`src/hw/dtc_map.svh`:
```
// Purpose: timing figures for the dram command timing controller
// Assumes: 40 MHz controller clock; figures as printed, times in ps
// Notes: counts derive from times by rounding up to whole clocks
`ifndef DTC_MAP_SVH
`define DTC_MAP_SVH

`define DTC_TCK_PS 25000
`define DTC_CK(ps) (((ps) + `DTC_TCK_PS - 1) / `DTC_TCK_PS)
`define DTC_MAX(a, b) (((a) > (b)) ? (a) : (b))

`define DTC_RRD_MIN_CK 4
`define DTC_RRD_S_PS 5000
`define DTC_RRD_S_2K_PS 6000
`define DTC_RRD_L_PS 6000
`define DTC_RRD_L_2K_PS 7500
`define DTC_FAW_HALF_CK 16
`define DTC_FAW_1K_CK 20
`define DTC_FAW_2K_CK 28
`define DTC_FAW_HALF_PS 20000
`define DTC_FAW_1K_PS 25000
`define DTC_FAW_2K_PS 35000
`define DTC_WR_PS 15000
`define DTC_CRCDM_CK 4
`define DTC_CRCDM_PS 3750
`define DTC_PRE2_CK 1
`define DTC_WTR_L_CK 4
`define DTC_WTR_L_PS 7500
`define DTC_WTR_S_CK 2
`define DTC_WTR_S_PS 2500
`define DTC_CCD_S_CK 4
`define DTC_CCD_L_CK 4
`define DTC_CCD_L_PS 6250
`define DTC_MRD_CK 8
`define DTC_MRD_PDA_CK 16
`define DTC_MRD_PDA_PS 10000
`define DTC_MOD_CK 24
`define DTC_MOD_PS 15000
`define DTC_IWR_BL8_CK 4
`define DTC_IWR_BC4_CK 2
`define DTC_PL_CK 4
`define DTC_CRC_PW_MAX_CK 10
`define DTC_CPDED_CK 4
`define DTC_CT_EN_PS 200000
`define DTC_ZQINIT_CK 1024
`define DTC_ZQOPER_CK 512
`define DTC_DLLK_CK 597
`define DTC_RFC_PS 260000
`define DTC_XS_ADD_PS 10000
`define DTC_XS_CK `DTC_CK(`DTC_RFC_PS + `DTC_XS_ADD_PS)

`endif

```
`src/hw/dtc_pkg.sv`:
```
// Purpose: types shared by the dram command timing controller
// Assumes: nothing beyond the map header
// Notes: commands are abstract; pin encoding is left to the phy
package dtc_pkg;
	typedef enum logic [3:0] {DTC_DES, DTC_ACT, DTC_PRE, DTC_RD, DTC_WR, DTC_MRS, DTC_MPR_RD, DTC_MPR_WR,
		DTC_ZQCL, DTC_MPSM_IN, DTC_MPSM_OUT, DTC_CT_IN} dtc_cmd_t;
	typedef enum logic [1:0] {DTC_PG_HALF, DTC_PG_1K, DTC_PG_2K} dtc_page_t;
	typedef enum logic [1:0] {DTC_S_IDLE, DTC_S_CAL, DTC_S_CT} dtc_state_t;
	typedef enum int {DTC_C_ALL, DTC_C_MRD, DTC_C_MOD, DTC_C_DLL, DTC_C_ACT, DTC_C_COL, DTC_C_WTR, DTC_C_WR,
		DTC_C_NUM} dtc_cnt_t;
endpackage : dtc_pkg

```
`src/hw/dtc_tmr_if.sv`:
```
// Purpose: carries issue events and spacing loads to the timer modules
// Assumes: loads are already reduced by one clock
// Notes: act, col and rd ok flags refer to the candidate bank group; faw_ok covers all groups
`timescale 1ns/1ps
interface dtc_tmr_if #(parameter int BGW = 2, parameter int CW = 12);
	logic issue;
	dtc_pkg::dtc_cmd_t cmd;
	logic [BGW-1:0] bg;
	logic [BGW-1:0] cand_bg;
	logic [CW-1:0] rrd_l;
	logic [CW-1:0] ccd_l;
	logic [CW-1:0] wtr_l;
	logic [CW-1:0] faw;
	logic act_ok;
	logic col_ok;
	logic rd_ok;
	logic faw_ok;
	modport ctl (output issue, cmd, bg, cand_bg, rrd_l, ccd_l, wtr_l, faw, input act_ok, col_ok, rd_ok, faw_ok);
	modport bgt (input issue, cmd, bg, cand_bg, rrd_l, ccd_l, wtr_l, output act_ok, col_ok, rd_ok);
	modport fw (input issue, cmd, faw, output faw_ok);
endinterface : dtc_tmr_if

```
`src/hw/dtc_bg_timer.sv`:
```
// Purpose: per bank group spacing counters
// Assumes: one command issued per clock at most
// Notes: a reload never shortens a running wait
`timescale 1ns/1ps
`include "dtc_map.svh"
module dtc_bg_timer #(parameter int BG_N = 4, parameter int CW = 12)
(
	input wire logic ref_clk,
	input wire logic reset_n,
	dtc_tmr_if.bgt tif
);
	localparam int BGW = $clog2(BG_N);
	logic [BG_N-1:0] act_z;
	logic [BG_N-1:0] col_z;
	logic [BG_N-1:0] rd_z;

	genvar g;
	generate
		for (g = 0; g < BG_N; g++)
		begin : g_bg
			logic [CW-1:0] act_c;
			logic [CW-1:0] col_c;
			logic [CW-1:0] wtr_c;
			logic hit;
			logic [CW-1:0] act_d;
			logic [CW-1:0] col_d;
			logic [CW-1:0] wtr_d;
			assign hit = tif.issue && (tif.bg == BGW'(g));
			assign act_d = (act_c != '0) ? act_c - CW'(1) : act_c;
			assign col_d = (col_c != '0) ? col_c - CW'(1) : col_c;
			assign wtr_d = (wtr_c != '0) ? wtr_c - CW'(1) : wtr_c;
			always_ff @(posedge ref_clk or negedge reset_n)
			begin
				if (!reset_n)
				begin
					act_c <= '0;
					col_c <= '0;
					wtr_c <= '0;
				end
				else
				begin
					act_c <= (hit && tif.cmd == dtc_pkg::DTC_ACT) ? `DTC_MAX(act_d, tif.rrd_l) : act_d;
					col_c <= (hit && (tif.cmd == dtc_pkg::DTC_RD || tif.cmd == dtc_pkg::DTC_WR)) ?
						`DTC_MAX(col_d, tif.ccd_l) : col_d;
					wtr_c <= (hit && tif.cmd == dtc_pkg::DTC_WR) ? `DTC_MAX(wtr_d, tif.wtr_l) : wtr_d;
				end
			end
			assign act_z[g] = (act_c == '0);
			assign col_z[g] = (col_c == '0);
			assign rd_z[g] = (wtr_c == '0);
		end
	endgenerate

	assign tif.act_ok = act_z[tif.cand_bg];
	assign tif.col_ok = col_z[tif.cand_bg];
	assign tif.rd_ok = rd_z[tif.cand_bg];
endmodule : dtc_bg_timer

```
`src/hw/dtc_faw.sv`:
```
// Purpose: four activate rolling window
// Assumes: load value is window length minus one
// Notes: four slots; an activate needs a free one
`timescale 1ns/1ps
module dtc_faw #(parameter int SLOTS = 4, parameter int CW = 12)
(
	input wire logic ref_clk,
	input wire logic reset_n,
	dtc_tmr_if.fw tif
);
	logic [SLOTS-1:0] free;
	logic [SLOTS:0] prior;

	assign prior[0] = 1'b0;
	genvar s;
	generate
		for (s = 0; s < SLOTS; s++)
		begin : g_slot
			logic [CW-1:0] cnt;
			assign free[s] = (cnt == '0);
			assign prior[s+1] = prior[s] | free[s];
			always_ff @(posedge ref_clk or negedge reset_n)
			begin
				if (!reset_n)
					cnt <= '0;
				else if (tif.issue && tif.cmd == dtc_pkg::DTC_ACT && free[s] && !prior[s])
					cnt <= tif.faw;
				else if (cnt != '0)
					cnt <= cnt - CW'(1);
			end
		end
	endgenerate

	assign tif.faw_ok = prior[SLOTS];
endmodule : dtc_faw

```
`src/hw/dtc_ctrl.sv`:
```
// Purpose: spaces abstract dram commands to meet device timing
// Assumes: request held stable from req_valid until req_done
// Notes: all ns minimums rounded up at the 25 ns clock
// Function
// - activates across groups wait rrd short
// - activates in one group wait rrd long
// - at most four activates per window
// - write recovery before precharge, crc/dm extended
// - write to read same group wait
// - write to read other group wait
// - columns across groups four clocks apart
// - columns in one group wait ccd long
// - mode register commands spaced, pda longer
// - update delay before non mode commands
// - cal mode lengthens mrd and mod
// - mpr access gaps, mpr write longer
// - parity latency adds four clocks
// - persistent parity: only deselects after alert
// - chip select leads command by latency
// - power saving entry and exit waits
// - test enable before chip select
// - zq long calibration blocks all commands
// - ns minimums rounded up to clocks
// - internal write starts after write latency
`timescale 1ns/1ps
`include "dtc_map.svh"
module dtc_ctrl #(
	parameter int BG_N = 4,
	parameter int CW = 12,
	parameter int TXS_CK = `DTC_XS_CK,
	parameter int BGW = $clog2(BG_N)
)
(
	input wire logic ref_clk,
	input wire logic reset_n,
	input wire logic req_valid,
	input wire dtc_pkg::dtc_cmd_t req_cmd,
	input wire logic [BGW-1:0] req_bg,
	output logic req_done,
	input wire dtc_pkg::dtc_page_t cfg_page,
	input wire logic [4:0] cfg_cwl,
	input wire logic [4:0] cfg_al,
	input wire logic cfg_parity,
	input wire logic cfg_persist,
	input wire logic cfg_crc_dm,
	input wire logic cfg_pre2,
	input wire logic cfg_bc4_fixed,
	input wire logic cfg_pda,
	input wire logic cfg_cal_en,
	input wire logic [2:0] cfg_cal_lat,
	input wire logic alert_n,
	input wire logic err_clear,
	output logic crc_err,
	output logic parity_err,
	output logic alert_block,
	output logic in_mpsm,
	output logic cs_n,
	output dtc_pkg::dtc_cmd_t cmd_out,
	output logic [BGW-1:0] cmd_bg,
	output logic ten
);
	localparam int NC = dtc_pkg::DTC_C_NUM;

	dtc_tmr_if #(.BGW(BGW), .CW(CW)) tif ();

	dtc_pkg::dtc_state_t state;
	logic [CW-1:0] cnt [NC];
	logic [NC-1:0] ld_en;
	logic [CW-1:0] ld_val [NC];
	logic [NC-1:0] zero;
	logic zq_first;
	logic [7:0] wait_c;
	logic [7:0] alert_c;
	logic ok;
	logic issue;
	logic go_wait;
	logic finish;
	logic [CW-1:0] wl;
	logic [CW-1:0] iwr;
	logic [CW-1:0] cal;
	logic [CW-1:0] n_rrd_s;
	logic [CW-1:0] n_wr;
	logic [CW-1:0] n_wtr_l;
	logic [CW-1:0] n_wtr_s;
	logic [CW-1:0] n_mrd;
	logic [CW-1:0] n_mod;
	logic col_cmd;
	logic rd_cmd;

	genvar i;
	generate
		for (i = 0; i < NC; i++)
		begin : g_cnt
			logic [CW-1:0] dec;
			assign dec = (cnt[i] != '0) ? cnt[i] - CW'(1) : cnt[i];
			assign zero[i] = (cnt[i] == '0);
			always_ff @(posedge ref_clk or negedge reset_n)
			begin
				if (!reset_n)
					cnt[i] <= '0;
				else if (ld_en[i])
					cnt[i] <= `DTC_MAX(dec, ld_val[i]);
				else
					cnt[i] <= dec;
			end
		end
	endgenerate

	// ns figures rounded up to clocks
	always_comb
	begin
		cal = cfg_cal_en ? CW'(cfg_cal_lat) : '0;
		wl = CW'(cfg_cwl) + CW'(cfg_al) + (cfg_parity ? CW'(`DTC_PL_CK) : '0);
		iwr = wl + (cfg_bc4_fixed ? CW'(`DTC_IWR_BC4_CK) : CW'(`DTC_IWR_BL8_CK));
		n_rrd_s = (cfg_page == dtc_pkg::DTC_PG_2K) ? CW'(`DTC_MAX(`DTC_RRD_MIN_CK, `DTC_CK(`DTC_RRD_S_2K_PS))) :
			CW'(`DTC_MAX(`DTC_RRD_MIN_CK, `DTC_CK(`DTC_RRD_S_PS)));
		tif.rrd_l = (cfg_page == dtc_pkg::DTC_PG_2K) ?
			CW'(`DTC_MAX(`DTC_RRD_MIN_CK, `DTC_CK(`DTC_RRD_L_2K_PS)) - 1) :
			CW'(`DTC_MAX(`DTC_RRD_MIN_CK, `DTC_CK(`DTC_RRD_L_PS)) - 1);
		case (cfg_page)
			dtc_pkg::DTC_PG_HALF: tif.faw = CW'(`DTC_MAX(`DTC_FAW_HALF_CK, `DTC_CK(`DTC_FAW_HALF_PS)) - 1);
			dtc_pkg::DTC_PG_1K: tif.faw = CW'(`DTC_MAX(`DTC_FAW_1K_CK, `DTC_CK(`DTC_FAW_1K_PS)) - 1);
			default: tif.faw = CW'(`DTC_MAX(`DTC_FAW_2K_CK, `DTC_CK(`DTC_FAW_2K_PS)) - 1);
		endcase
		// recovery plus crc/dm and preamble adders
		n_wr = CW'(`DTC_CK(`DTC_WR_PS)) + (cfg_pre2 ? CW'(`DTC_PRE2_CK) : '0) +
			(cfg_crc_dm ? CW'(`DTC_MAX(`DTC_CRCDM_CK, `DTC_CK(`DTC_CRCDM_PS))) : '0);
		n_wtr_l = CW'(`DTC_MAX(`DTC_WTR_L_CK, `DTC_CK(`DTC_WTR_L_PS))) + (cfg_pre2 ? CW'(`DTC_PRE2_CK) : '0);
		n_wtr_s = CW'(`DTC_MAX(`DTC_WTR_S_CK, `DTC_CK(`DTC_WTR_S_PS))) + (cfg_pre2 ? CW'(`DTC_PRE2_CK) : '0);
		tif.wtr_l = iwr + n_wtr_l - CW'(1);
		tif.ccd_l = CW'(`DTC_MAX(`DTC_CCD_L_CK, `DTC_CK(`DTC_CCD_L_PS)) - 1);
		n_mrd = cfg_pda ? CW'(`DTC_MAX(`DTC_MRD_PDA_CK, `DTC_CK(`DTC_MRD_PDA_PS))) : CW'(`DTC_MRD_CK);
		n_mrd = n_mrd + cal;
		n_mod = CW'(`DTC_MAX(`DTC_MOD_CK, `DTC_CK(`DTC_MOD_PS))) + cal;
	end

	assign col_cmd = (req_cmd == dtc_pkg::DTC_RD) || (req_cmd == dtc_pkg::DTC_WR);
	assign rd_cmd = (req_cmd == dtc_pkg::DTC_RD) || (req_cmd == dtc_pkg::DTC_MPR_RD);
	assign tif.cand_bg = req_bg;
	assign tif.issue = issue;
	assign tif.cmd = req_cmd;
	assign tif.bg = req_bg;

	always_comb
	begin
		case (req_cmd)
			dtc_pkg::DTC_ACT: ok = zero[dtc_pkg::DTC_C_MOD] && zero[dtc_pkg::DTC_C_ACT] && tif.act_ok && tif.faw_ok;
			dtc_pkg::DTC_PRE: ok = zero[dtc_pkg::DTC_C_MOD] && zero[dtc_pkg::DTC_C_WR];
			// read waits on any write turnaround
			dtc_pkg::DTC_RD: ok = zero[dtc_pkg::DTC_C_MOD] && zero[dtc_pkg::DTC_C_COL] && tif.col_ok &&
				tif.rd_ok && zero[dtc_pkg::DTC_C_WTR] && zero[dtc_pkg::DTC_C_DLL];
			dtc_pkg::DTC_WR: ok = zero[dtc_pkg::DTC_C_MOD] && zero[dtc_pkg::DTC_C_COL] && tif.col_ok &&
				zero[dtc_pkg::DTC_C_DLL];
			dtc_pkg::DTC_MRS: ok = zero[dtc_pkg::DTC_C_MRD];
			dtc_pkg::DTC_MPR_RD: ok = zero[dtc_pkg::DTC_C_MOD] && zero[dtc_pkg::DTC_C_DLL];
			dtc_pkg::DTC_MPR_WR: ok = zero[dtc_pkg::DTC_C_MOD];
			dtc_pkg::DTC_ZQCL: ok = zero[dtc_pkg::DTC_C_MOD];
			dtc_pkg::DTC_MPSM_IN: ok = zero[dtc_pkg::DTC_C_MOD];
			dtc_pkg::DTC_MPSM_OUT: ok = in_mpsm;
			default: ok = 1'b1;
		endcase
	end

	assign issue = req_valid && ok && !req_done && state == dtc_pkg::DTC_S_IDLE && zero[dtc_pkg::DTC_C_ALL] &&
		!alert_block && (!in_mpsm || req_cmd == dtc_pkg::DTC_MPSM_OUT);
	assign go_wait = issue && (req_cmd == dtc_pkg::DTC_CT_IN || (cfg_cal_en && req_cmd != dtc_pkg::DTC_DES));
	assign finish = state != dtc_pkg::DTC_S_IDLE && wait_c == 8'h01;

	always_comb
	begin
		ld_en = '0;
		for (int k = 0; k < NC; k++)
			ld_val[k] = '0;
		if (issue)
		begin
			case (req_cmd)
				dtc_pkg::DTC_ACT:
				begin
					ld_en[dtc_pkg::DTC_C_ACT] = 1'b1;
					ld_val[dtc_pkg::DTC_C_ACT] = n_rrd_s - CW'(1);
				end
				dtc_pkg::DTC_RD, dtc_pkg::DTC_WR:
				begin
					ld_en[dtc_pkg::DTC_C_COL] = 1'b1;
					ld_val[dtc_pkg::DTC_C_COL] = CW'(`DTC_CCD_S_CK - 1);
					if (req_cmd == dtc_pkg::DTC_WR)
					begin
						ld_en[dtc_pkg::DTC_C_WTR] = 1'b1;
						ld_val[dtc_pkg::DTC_C_WTR] = iwr + n_wtr_s - CW'(1);
						ld_en[dtc_pkg::DTC_C_WR] = 1'b1;
						ld_val[dtc_pkg::DTC_C_WR] = iwr + n_wr - CW'(1);
					end
				end
				dtc_pkg::DTC_MRS:
				begin
					ld_en[dtc_pkg::DTC_C_MRD] = 1'b1;
					ld_val[dtc_pkg::DTC_C_MRD] = n_mrd - CW'(1);
					ld_en[dtc_pkg::DTC_C_MOD] = 1'b1;
					ld_val[dtc_pkg::DTC_C_MOD] = n_mod - CW'(1);
				end
				dtc_pkg::DTC_MPR_WR:
				begin
					// mpr write recovery; one clock for reads is inherent
					ld_en[dtc_pkg::DTC_C_MOD] = 1'b1;
					ld_val[dtc_pkg::DTC_C_MOD] = n_mod + CW'(cfg_al) + (cfg_parity ? CW'(`DTC_PL_CK) : '0) - CW'(1);
				end
				dtc_pkg::DTC_ZQCL:
				begin
					ld_en[dtc_pkg::DTC_C_ALL] = 1'b1;
					ld_val[dtc_pkg::DTC_C_ALL] = zq_first ? CW'(`DTC_ZQINIT_CK - 1) : CW'(`DTC_ZQOPER_CK - 1);
				end
				dtc_pkg::DTC_MPSM_IN:
				begin
					ld_en[dtc_pkg::DTC_C_ALL] = 1'b1;
					ld_val[dtc_pkg::DTC_C_ALL] = n_mod + CW'(`DTC_CPDED_CK - 1);
				end
				dtc_pkg::DTC_MPSM_OUT:
				begin
					ld_en[dtc_pkg::DTC_C_ALL] = 1'b1;
					ld_val[dtc_pkg::DTC_C_ALL] = CW'(TXS_CK - 1);
					ld_en[dtc_pkg::DTC_C_DLL] = 1'b1;
					ld_val[dtc_pkg::DTC_C_DLL] = CW'(TXS_CK + `DTC_DLLK_CK - 1);
				end
				default:
				begin
					ld_en = '0;
				end
			endcase
		end
	end

	always_ff @(posedge ref_clk or negedge reset_n)
	begin
		if (!reset_n)
		begin
			zq_first <= 1'b1;
			in_mpsm <= 1'b0;
		end
		else if (issue)
		begin
			if (req_cmd == dtc_pkg::DTC_ZQCL)
				zq_first <= 1'b0;
			if (req_cmd == dtc_pkg::DTC_MPSM_IN)
				in_mpsm <= 1'b1;
			else if (req_cmd == dtc_pkg::DTC_MPSM_OUT)
				in_mpsm <= 1'b0;
		end
	end

	// pin sequencer: cal lead or test enable wait
	always_ff @(posedge ref_clk or negedge reset_n)
	begin
		if (!reset_n)
		begin
			state <= dtc_pkg::DTC_S_IDLE;
			wait_c <= '0;
			cs_n <= 1'b1;
			cmd_out <= dtc_pkg::DTC_DES;
			cmd_bg <= '0;
			ten <= 1'b0;
			req_done <= 1'b0;
		end
		else
		begin
			cs_n <= 1'b1;
			cmd_out <= dtc_pkg::DTC_DES;
			req_done <= (issue && !go_wait) || finish;
			case (state)
				dtc_pkg::DTC_S_IDLE:
				begin
					if (go_wait && req_cmd == dtc_pkg::DTC_CT_IN)
					begin
						ten <= 1'b1;
						wait_c <= 8'(`DTC_CK(`DTC_CT_EN_PS));
						state <= dtc_pkg::DTC_S_CT;
					end
					else if (go_wait)
					begin
						cs_n <= 1'b0;
						cmd_bg <= req_bg;
						wait_c <= 8'(cfg_cal_lat);
						state <= dtc_pkg::DTC_S_CAL;
					end
					else if (issue)
					begin
						cs_n <= (req_cmd == dtc_pkg::DTC_DES);
						cmd_out <= req_cmd;
						cmd_bg <= req_bg;
					end
				end
				dtc_pkg::DTC_S_CAL:
				begin
					wait_c <= wait_c - 8'h01;
					if (finish || wait_c == 8'h00)
					begin
						cmd_out <= req_cmd;
						state <= dtc_pkg::DTC_S_IDLE;
					end
				end
				dtc_pkg::DTC_S_CT:
				begin
					wait_c <= wait_c - 8'h01;
					if (finish)
					begin
						cs_n <= 1'b0;
						state <= dtc_pkg::DTC_S_IDLE;
					end
				end
				default:
				begin
					state <= dtc_pkg::DTC_S_IDLE;
				end
			endcase
		end
	end

	// short alert pulse means crc error
	always_ff @(posedge ref_clk or negedge reset_n)
	begin
		if (!reset_n)
		begin
			alert_c <= '0;
			crc_err <= 1'b0;
			parity_err <= 1'b0;
			alert_block <= 1'b0;
		end
		else
		begin
			if (!alert_n)
				alert_c <= (alert_c == 8'hff) ? alert_c : alert_c + 8'h01;
			else
				alert_c <= '0;
			// set wins over clear
			crc_err <= (alert_n && alert_c != '0 && alert_c <= 8'(`DTC_CRC_PW_MAX_CK)) || (crc_err && !err_clear);
			// long pulse is a parity alert
			parity_err <= (alert_n && alert_c > 8'(`DTC_CRC_PW_MAX_CK)) || (parity_err && !err_clear);
			alert_block <= cfg_persist && !alert_n;
		end
	end

	dtc_bg_timer #(.BG_N(BG_N), .CW(CW)) u_bg (
		.ref_clk(ref_clk),
		.reset_n(reset_n),
		.tif(tif.bgt)
	);

	dtc_faw #(.SLOTS(4), .CW(CW)) u_faw (
		.ref_clk(ref_clk),
		.reset_n(reset_n),
		.tif(tif.fw)
	);
endmodule : dtc_ctrl

```
`config.mk`:
```
export PLATFORM = sky130hd
export DESIGN_NAME = dtc_ctrl
export DESIGN_NICKNAME = d
export VERILOG_FILES = /design/src/hw/dtc_pkg.sv /design/src/hw/dtc_tmr_if.sv /design/src/hw/dtc_bg_timer.sv /design/src/hw/dtc_faw.sv /design/src/hw/dtc_ctrl.sv
export VERILOG_INCLUDE_DIRS = /design/src /design/src/hw
export SDC_FILE = /design/constraint.sdc
export NUM_CORES = 1
export LEC_CHECK = 0
export BUFFER_PORTS_ARGS = -buffer_cell sky130_fd_sc_hd__buf_2
export CORE_MARGIN = 2
export CORE_UTILIZATION = 30
export DETAILED_ROUTE_END_ITERATION = 8
export GPL_ROUTABILITY_DRIVEN = 0
export PLACE_DENSITY_LB_ADDON = 0.12
export SYNTH_ARGS = -nofsm -noshare
export SYNTH_HDL_FRONTEND = slang
export SYNTH_SLANG_ARGS = --single-unit
```
`constraint.sdc`:
```
create_clock -name ref_clk -period 12.1 [get_ports ref_clk]
set_clock_uncertainty 0.05 [all_clocks]
set_input_delay 1.21 -clock ref_clk [delete_from_list [all_inputs] [get_ports ref_clk]]
set_output_delay 1.21 -clock ref_clk [all_outputs]
set_load 0.01 [all_outputs]
```
==> results of run 1 <==
## worst max-delay path by stage
stage	from	endpoint	slack [ns]	depth (start not counted)
after floorplan	cfg_cwl[2]	u_bg.g_bg[0].wtr_c[1]	6.07	15
after global placement	cfg_cwl[2]	u_bg.g_bg[0].wtr_c[1]	5.65	17
after detailed placement	req_cmd[1]	cnt[2]	5.59	18
after CTS	cnt[60]	cnt[2]	5.61	19
after global routing	cnt[60]	cnt[2]	4.91	19
final	cnt[60]	cnt[85]	5.72	20
## cells in the final DEF, fill, tap and decap left out, types with 41 or more instances in the layout
cell	synthesis	routed
xor2_1	96	96
nor4_1	64	64
mux2_2	64	64
nand3_1	79	79
nor3_1	120	120
clkbuf_16	0	45
o21ai_0	85	85
nand2_1	169	169
a21oi_1	75	75
buf_2	1	44
inv_1	124	124
ha_1	160	160
nor2_1	185	185
mux2i_1	41	41
dfrtp_1	318	318
xnor2_1	94	94
nand2b_1	45	45
## where the power goes
part / leakage [nW] / switching [W] / internal, W / total, W
sequential: 4.10 / 0.000376 / 0.00146 / 0.00183
clock: 0.706 / 0.000493 / 0.000804 / 0.00130
combinational: 5.83 / 0.00148 / 0.00122 / 0.00271
## kinds of logic after synthesis
logic type	Yosys count	share of synthesized area [%]
adder cells (fa/ha/maj)	167	10.4
buffers and inverters	159	2.95
AO/OA/AOI/OAI	321	10.1
other	1	0.0183
flip-flops	320	39.1
multiplexers	106	5.57
XOR/XNOR	190	8.11
AND/OR/NAND/NOR	917	23.8
## cell type report
cell class	instances	area, um^2
Antenna cell	2	5.00
Clock buffer	63	1260
Clock inverter	13	168
Fill cell	6872	44100
Inverter	124	465
Multi-Input combinational cell	1705	11900
Sequential cell	320	8010
Tap cell	873	1090
Timing Repair Buffer	61	368
## flip-flops by register name (all words and copies together) (netlist names), 2 cells and up
name	flops
u_bg.g_bg.act_c	48
cnt	96
wait_c	8
state	2
u_bg.g_bg.col_c	48
u_bg.g_bg.wtr_c	48
cmd_out	4
u_faw.g_slot.cnt	48
cmd_bg	2
alert_c	8
## stage by stage
step	hold WS [ns]	setup WS [ns]	cell area (um^2)	power (W)	utilization, %
after floorplan	0.383	6.07	20500	0.00389	-
after global placement	0.402	5.65	21800	0.00453	32.4
after detailed placement	0.406	5.59	21800	0.00457	32.4
after CTS	0.416	5.61	23300	0.00592	34.5
after global routing	0.446	4.91	23300	0.00644	34.5
final	0.419	5.72	23300	0.00583	34.5
## layer usage
metal / global-route usage (%) / vias up / wire length [um]
met5: 0 / - / 0
met4: 3.76 / 0 / 926
met3: 2.05 / 60 / 1620
met2: 24.5 / 191 / 23400
met1: 19.1 / 7657 / 24000
li1: - / 7955 / -
==> impl_metrics.json, run 1 <==
{
  "outcome": "completed",
  "port_buffers": 45,
  "htree_levels": 2,
  "reg2reg_slack_ns": 5.72,
  "clk_pin_slew_ns": 0.06,
  "r2r_start": "cnt[60]",
  "cp_cell_sequence": "inv_1 -> ha_1 -> nor3b_1 -> nand4b_1 -> a2111oi_0 -> nand4b_1 -> a31oi_1 -> nor2_1 -> buf_4 -> nor3_1 -> a21boi_0 -> ha_1 -> nor2b_1 -> o21a_1 -> o21a_1 -> o21a_1 -> o21ai_0 -> a211oi_1 -> nor3b_1 -> mux2_2",
  "grt_max_degree": 156,
  "crit_type": "reg -> reg",
  "cpPeakStageDelay_ns": 0.61,
  "min_from": "u_bg.g_bg[1].col_c[6]",
  "die-area_um2": 70500,
  "cts_setup_buffers": 0,
  "clk_latency_ns": 0.57,
  "setup_viol": 0,
  "synth_edf_count": 0,
  "finalSetupTns_ns": 0,
  "slew_headroom_pct": 30.5,
  "fin_crit_ns": 6.38,
  "drive_above_1_share_pct": 9.80,
  "grtUsageTotal_pct": 14.4,
  "postCtsResizedCells": 0,
  "ir_drop_mv": 0.109,
  "required_ns": 12.50,
  "wl_um": 50000,
  "max_freq_mhz": 157,
  "hold_buffers": 0,
  "grt_pass1_wl_um": 83200,
  "yosysTopAreaCellShare_pct": 38.8,
  "synth_seq_area_share_pct": 39.1,
  "antenna_found_initial": 0,
  "arrival_ns": 6.78,
  "route.detailed.drc": 0,
  "dp_hpwl_um": 36800,
  "clock_path_buffers": 3,
  "rsz0062_at_grt": "false",
  "holdCritPathClass": "reg -> reg",
  "synth.area.top_cells": "dfrtp_1, ha_1, xor2_1, xnor2_1, mux2_2",
  "overflow": 0,
  "worst_pin_slew_ns": 1.04,
  "synthTopCellsByCount": "dfrtp_1, nor2_1, nand2_1",
  "r2r-end": "cnt[85]",
  "ys_types": 76,
  "post_synth.cell_area_avg_um2": 9.40,
  "numCtsBuffers": 42,
  "ant_nets": 0,
  "slew_viol_final": 0,
  "end_kind": "flop",
  "drv_cap": 0,
  "clock-root-buffer": "clkbuf_16",
  "cp_top_family": "simple AND/OR/NAND/NOR gates",
  "cellPowerDensity_nw_per_um2": 251,
  "grt_pass1_vias": 16000,
  "yosysTopAreaCell": "dfrtp_1",
  "die_w_um": 265,
  "first_pass_iters": 5,
  "yosysMostFrequentCell": "dfrtp_1",
  "synth-seq-cells": 320,
  "start_kind": "flop",
  "core_area_um2": 67400,
  "area_delta_synth_final_pct": 13.5,
  "min_period_over_period_pct": 52.7,
  "async_flop_share_pct": 100,
  "syn_inst": 2181,
  "synth_ff_type": "dfrtp_1",
  "num_io_pins": 46,
  "rr_worst_depth": 20,
  "path_buf_inv": 2,
  "place_inst": 3083,
  "final_cells": 3161,
  "wl_per_cell_um": 15.8,
  "vias_per_cell": 5.02,
  "cts_num_sinks": 320,
  "tritoncts": "done",
  "num_vias": 15900,
  "cp_slowest_cell": "nand4b_1",
  "crit_fanout": 10,
  "yosys_warnings": 0,
  "synthesis.area_um2": 20500,
  "whs_endpoint": "u_bg.g_bg[1].col_c[6]",
  "rows": 95,
  "p_leak_nw": 10.6,
  "cp_common_cell": "o21a_1",
  "fin_nets": 2454,
  "drtIter0Drc": 790,
  "die_h_um": 265,
  "hold_violations": 0,
  "min_path_cells": 1,
  "initial_utilization_pct": 30.4
}
(Power assumes the default switching activity.)
==> inputs of run 2 (changes only) <==
- clock period: 12.1 -> 5.7 ns (I/O delays scaled with it)
==> impl_metrics.json, run 2 (synthesis results as in run 1) <==
{
  "fin_nets": 2507,
  "drv_cap": 0,
  "route.detailed.drc": 0,
  "clock-root-buffer": "clkbuf_16",
  "required_ns": 6.10,
  "holdCritPathClass": "in -> async",
  "num_vias": 16100,
  "vias_per_cell": 5.00,
  "grt_max_degree": 94,
  "slew_viol_final": 0,
  "r2r_start": "state[0]",
  "dp_hpwl_um": 38300,
  "p_comb_share_pct": 47.4,
  "finalPower_w": 0.0123,
  "grt_pass1_wl_um": 85900,
  "tritoncts": "done",
  "largest_reg_flops": 96,
  "drtIter0Drc": 797,
  "drive_above_1_share_pct": 11.7,
  "antenna_found_initial": 3,
  "p_leak_nw": 10.8,
  "fin_crit_ns": 5.11,
  "die_h_um": 265,
  "grt_pass1_vias": 16300,
  "violations": "negative hold slack",
  "num_io_pins": 46,
  "p_sw_w": 0.00504,
  "port_buffers": 45,
  "start_kind": "flop",
  "clk_pin_slew_ns": 0.06,
  "rsz0062_at_grt": "false",
  "postCtsResizedCells": 0,
  "crit_fanout": 9,
  "multi_input_area_um2": 11900,
  "wl_um": 51700,
  "end_kind": "flop",
  "numCtsBuffers": 42,
  "p_clk_share_pct": 21.0,
  "clk_latency_ns": 0.58,
  "die_w_um": 265,
  "whs_ns": -0.0282,
  "hold_violations": 16,
  "arrival_ns": 5.51,
  "mostFrequentLayoutCells": "dfrtp_1, nor2_1, nand2_1",
  "largest_register": "cnt",
  "min_period_over_period_pct": 89.6,
  "setup_viol": 0,
  "slew_headroom_pct": 38.8,
  "cts_num_sinks": 320,
  "crit_type": "reg -> reg",
  "fill_cells": 6803,
  "insertedDiodeCount": 0,
  "max_freq_mhz": 196,
  "clock_path_buffers": 3,
  "first_pass_iters": 5,
  "p_seq_share_pct": 31.6,
  "setup.worst_path.start": "state[0]",
  "ant_nets": 0,
  "rows": 95,
  "worst_pin_slew_ns": 0.908,
  "grtUsageTotal_pct": 15.0,
  "wl_per_cell_um": 16.1,
  "die-area_um2": 70500,
  "finalSetupTns_ns": 0,
  "cts_setup_buffers": 0,
  "outcome": "complete, but fails checks",
  "layout_commonest_cell": "dfrtp_1",
  "final-seq-area_um2": 8010,
  "initial_utilization_pct": 30.4,
  "htree_levels": 2,
  "overflow": 0,
  "p_int_w": 0.00726,
  "ir_drop_mv": 0.279,
  "cellPowerDensity_nw_per_um2": 522,
  "core_area_um2": 67400,
  "hold_buffers": 0,
  "area_delta_synth_final_pct": 14.9,
  "swShare_pct": 41.0
}
run 2: changes by cell type in the layout (fill, tap and decap cells not counted), sizes merged, moves of 2 or more:
cell	previous run	this run
buf	61	114
inv	124	126
diode	2	0
bufinv	4	1
run 2: worst paths after layout:
check	to	cells after the start	slack, ns
worst max-delay path	cnt[19]	21	0.59
worst min-delay path	cnt[5]	1	-0.03
worst max register to register	cnt[19]	21	0.59
worst min register to register	u_faw.g_slot[0].cnt[7]	1	0.41
max in group asynchronous	u_bg.g_bg[3].wtr_c[10]	2	4.25
min in group ref_clk	crc_err	2	0.15
run 2: critical path, stage by stage, from the launching register on:
cell and delay [ns]:
dfrtp_1 0.43, inv_1 0.11, ha_1 0.32, or4bb_1 0.62, a211oi_1 0.43, nand4_1 0.17
nor3_2 0.22, nor2_1 0.11, buf_4 0.20, nor2_1 0.23, buf_4 0.21, nand2_1 0.06
ha_1 0.31, nor2b_1 0.13, o21ai_0 0.15, nand2b_1 0.08, a21oi_1 0.13, o21ai_0 0.08
o21a_1 0.15, nor4b_4 0.22, buf_4 0.22, mux2_2 0.35
run 2: through the flow:
stage	cells	util, %	worst slack [ns]	instance area (um^2)
after floorplan	2184	-	0.314	20500
after global placement	3136	33.0	0.410	22200
after detailed placement	3136	33.0	0.349	22200
after CTS	3212	35.0	0.486	23600
after global routing	3212	35.0	0.0692	23600
final	3212	35.0	0.591	23600
run 2: per-layer routing:
layer  share of wire (%)  global-route usage [%]  vias to the layer above
met4                 2.1                    4.28                        0
met2                  47                    25.6                      150
li1                    -                       -                     8069
met1                  48                    19.7                     7780
met3                 2.9                    2.18                       63
met5                   0                       0                        -
run 2: layout make-up:
type	instances	share of cell area [%]
Inverter	124	1.98
Multi-Input combinational cell	1705	50.5
Clock buffer	64	5.15
Tap cell	873	4.64
Sequential cell	320	34.0
Timing Repair Buffer	114	3.25
Clock inverter	12	0.441
run 2: power by group through the flow:
stage	sequential (W)	combinational, W	clock, W
after floorplan	0.00371	0.00455	0
after global routing	0.00403	0.00676	0.00278
after detailed placement	0.00391	0.00587	0
final	0.00389	0.00583	0.00258
after global placement	0.00390	0.00578	0
after CTS	0.00388	0.00591	0.00270
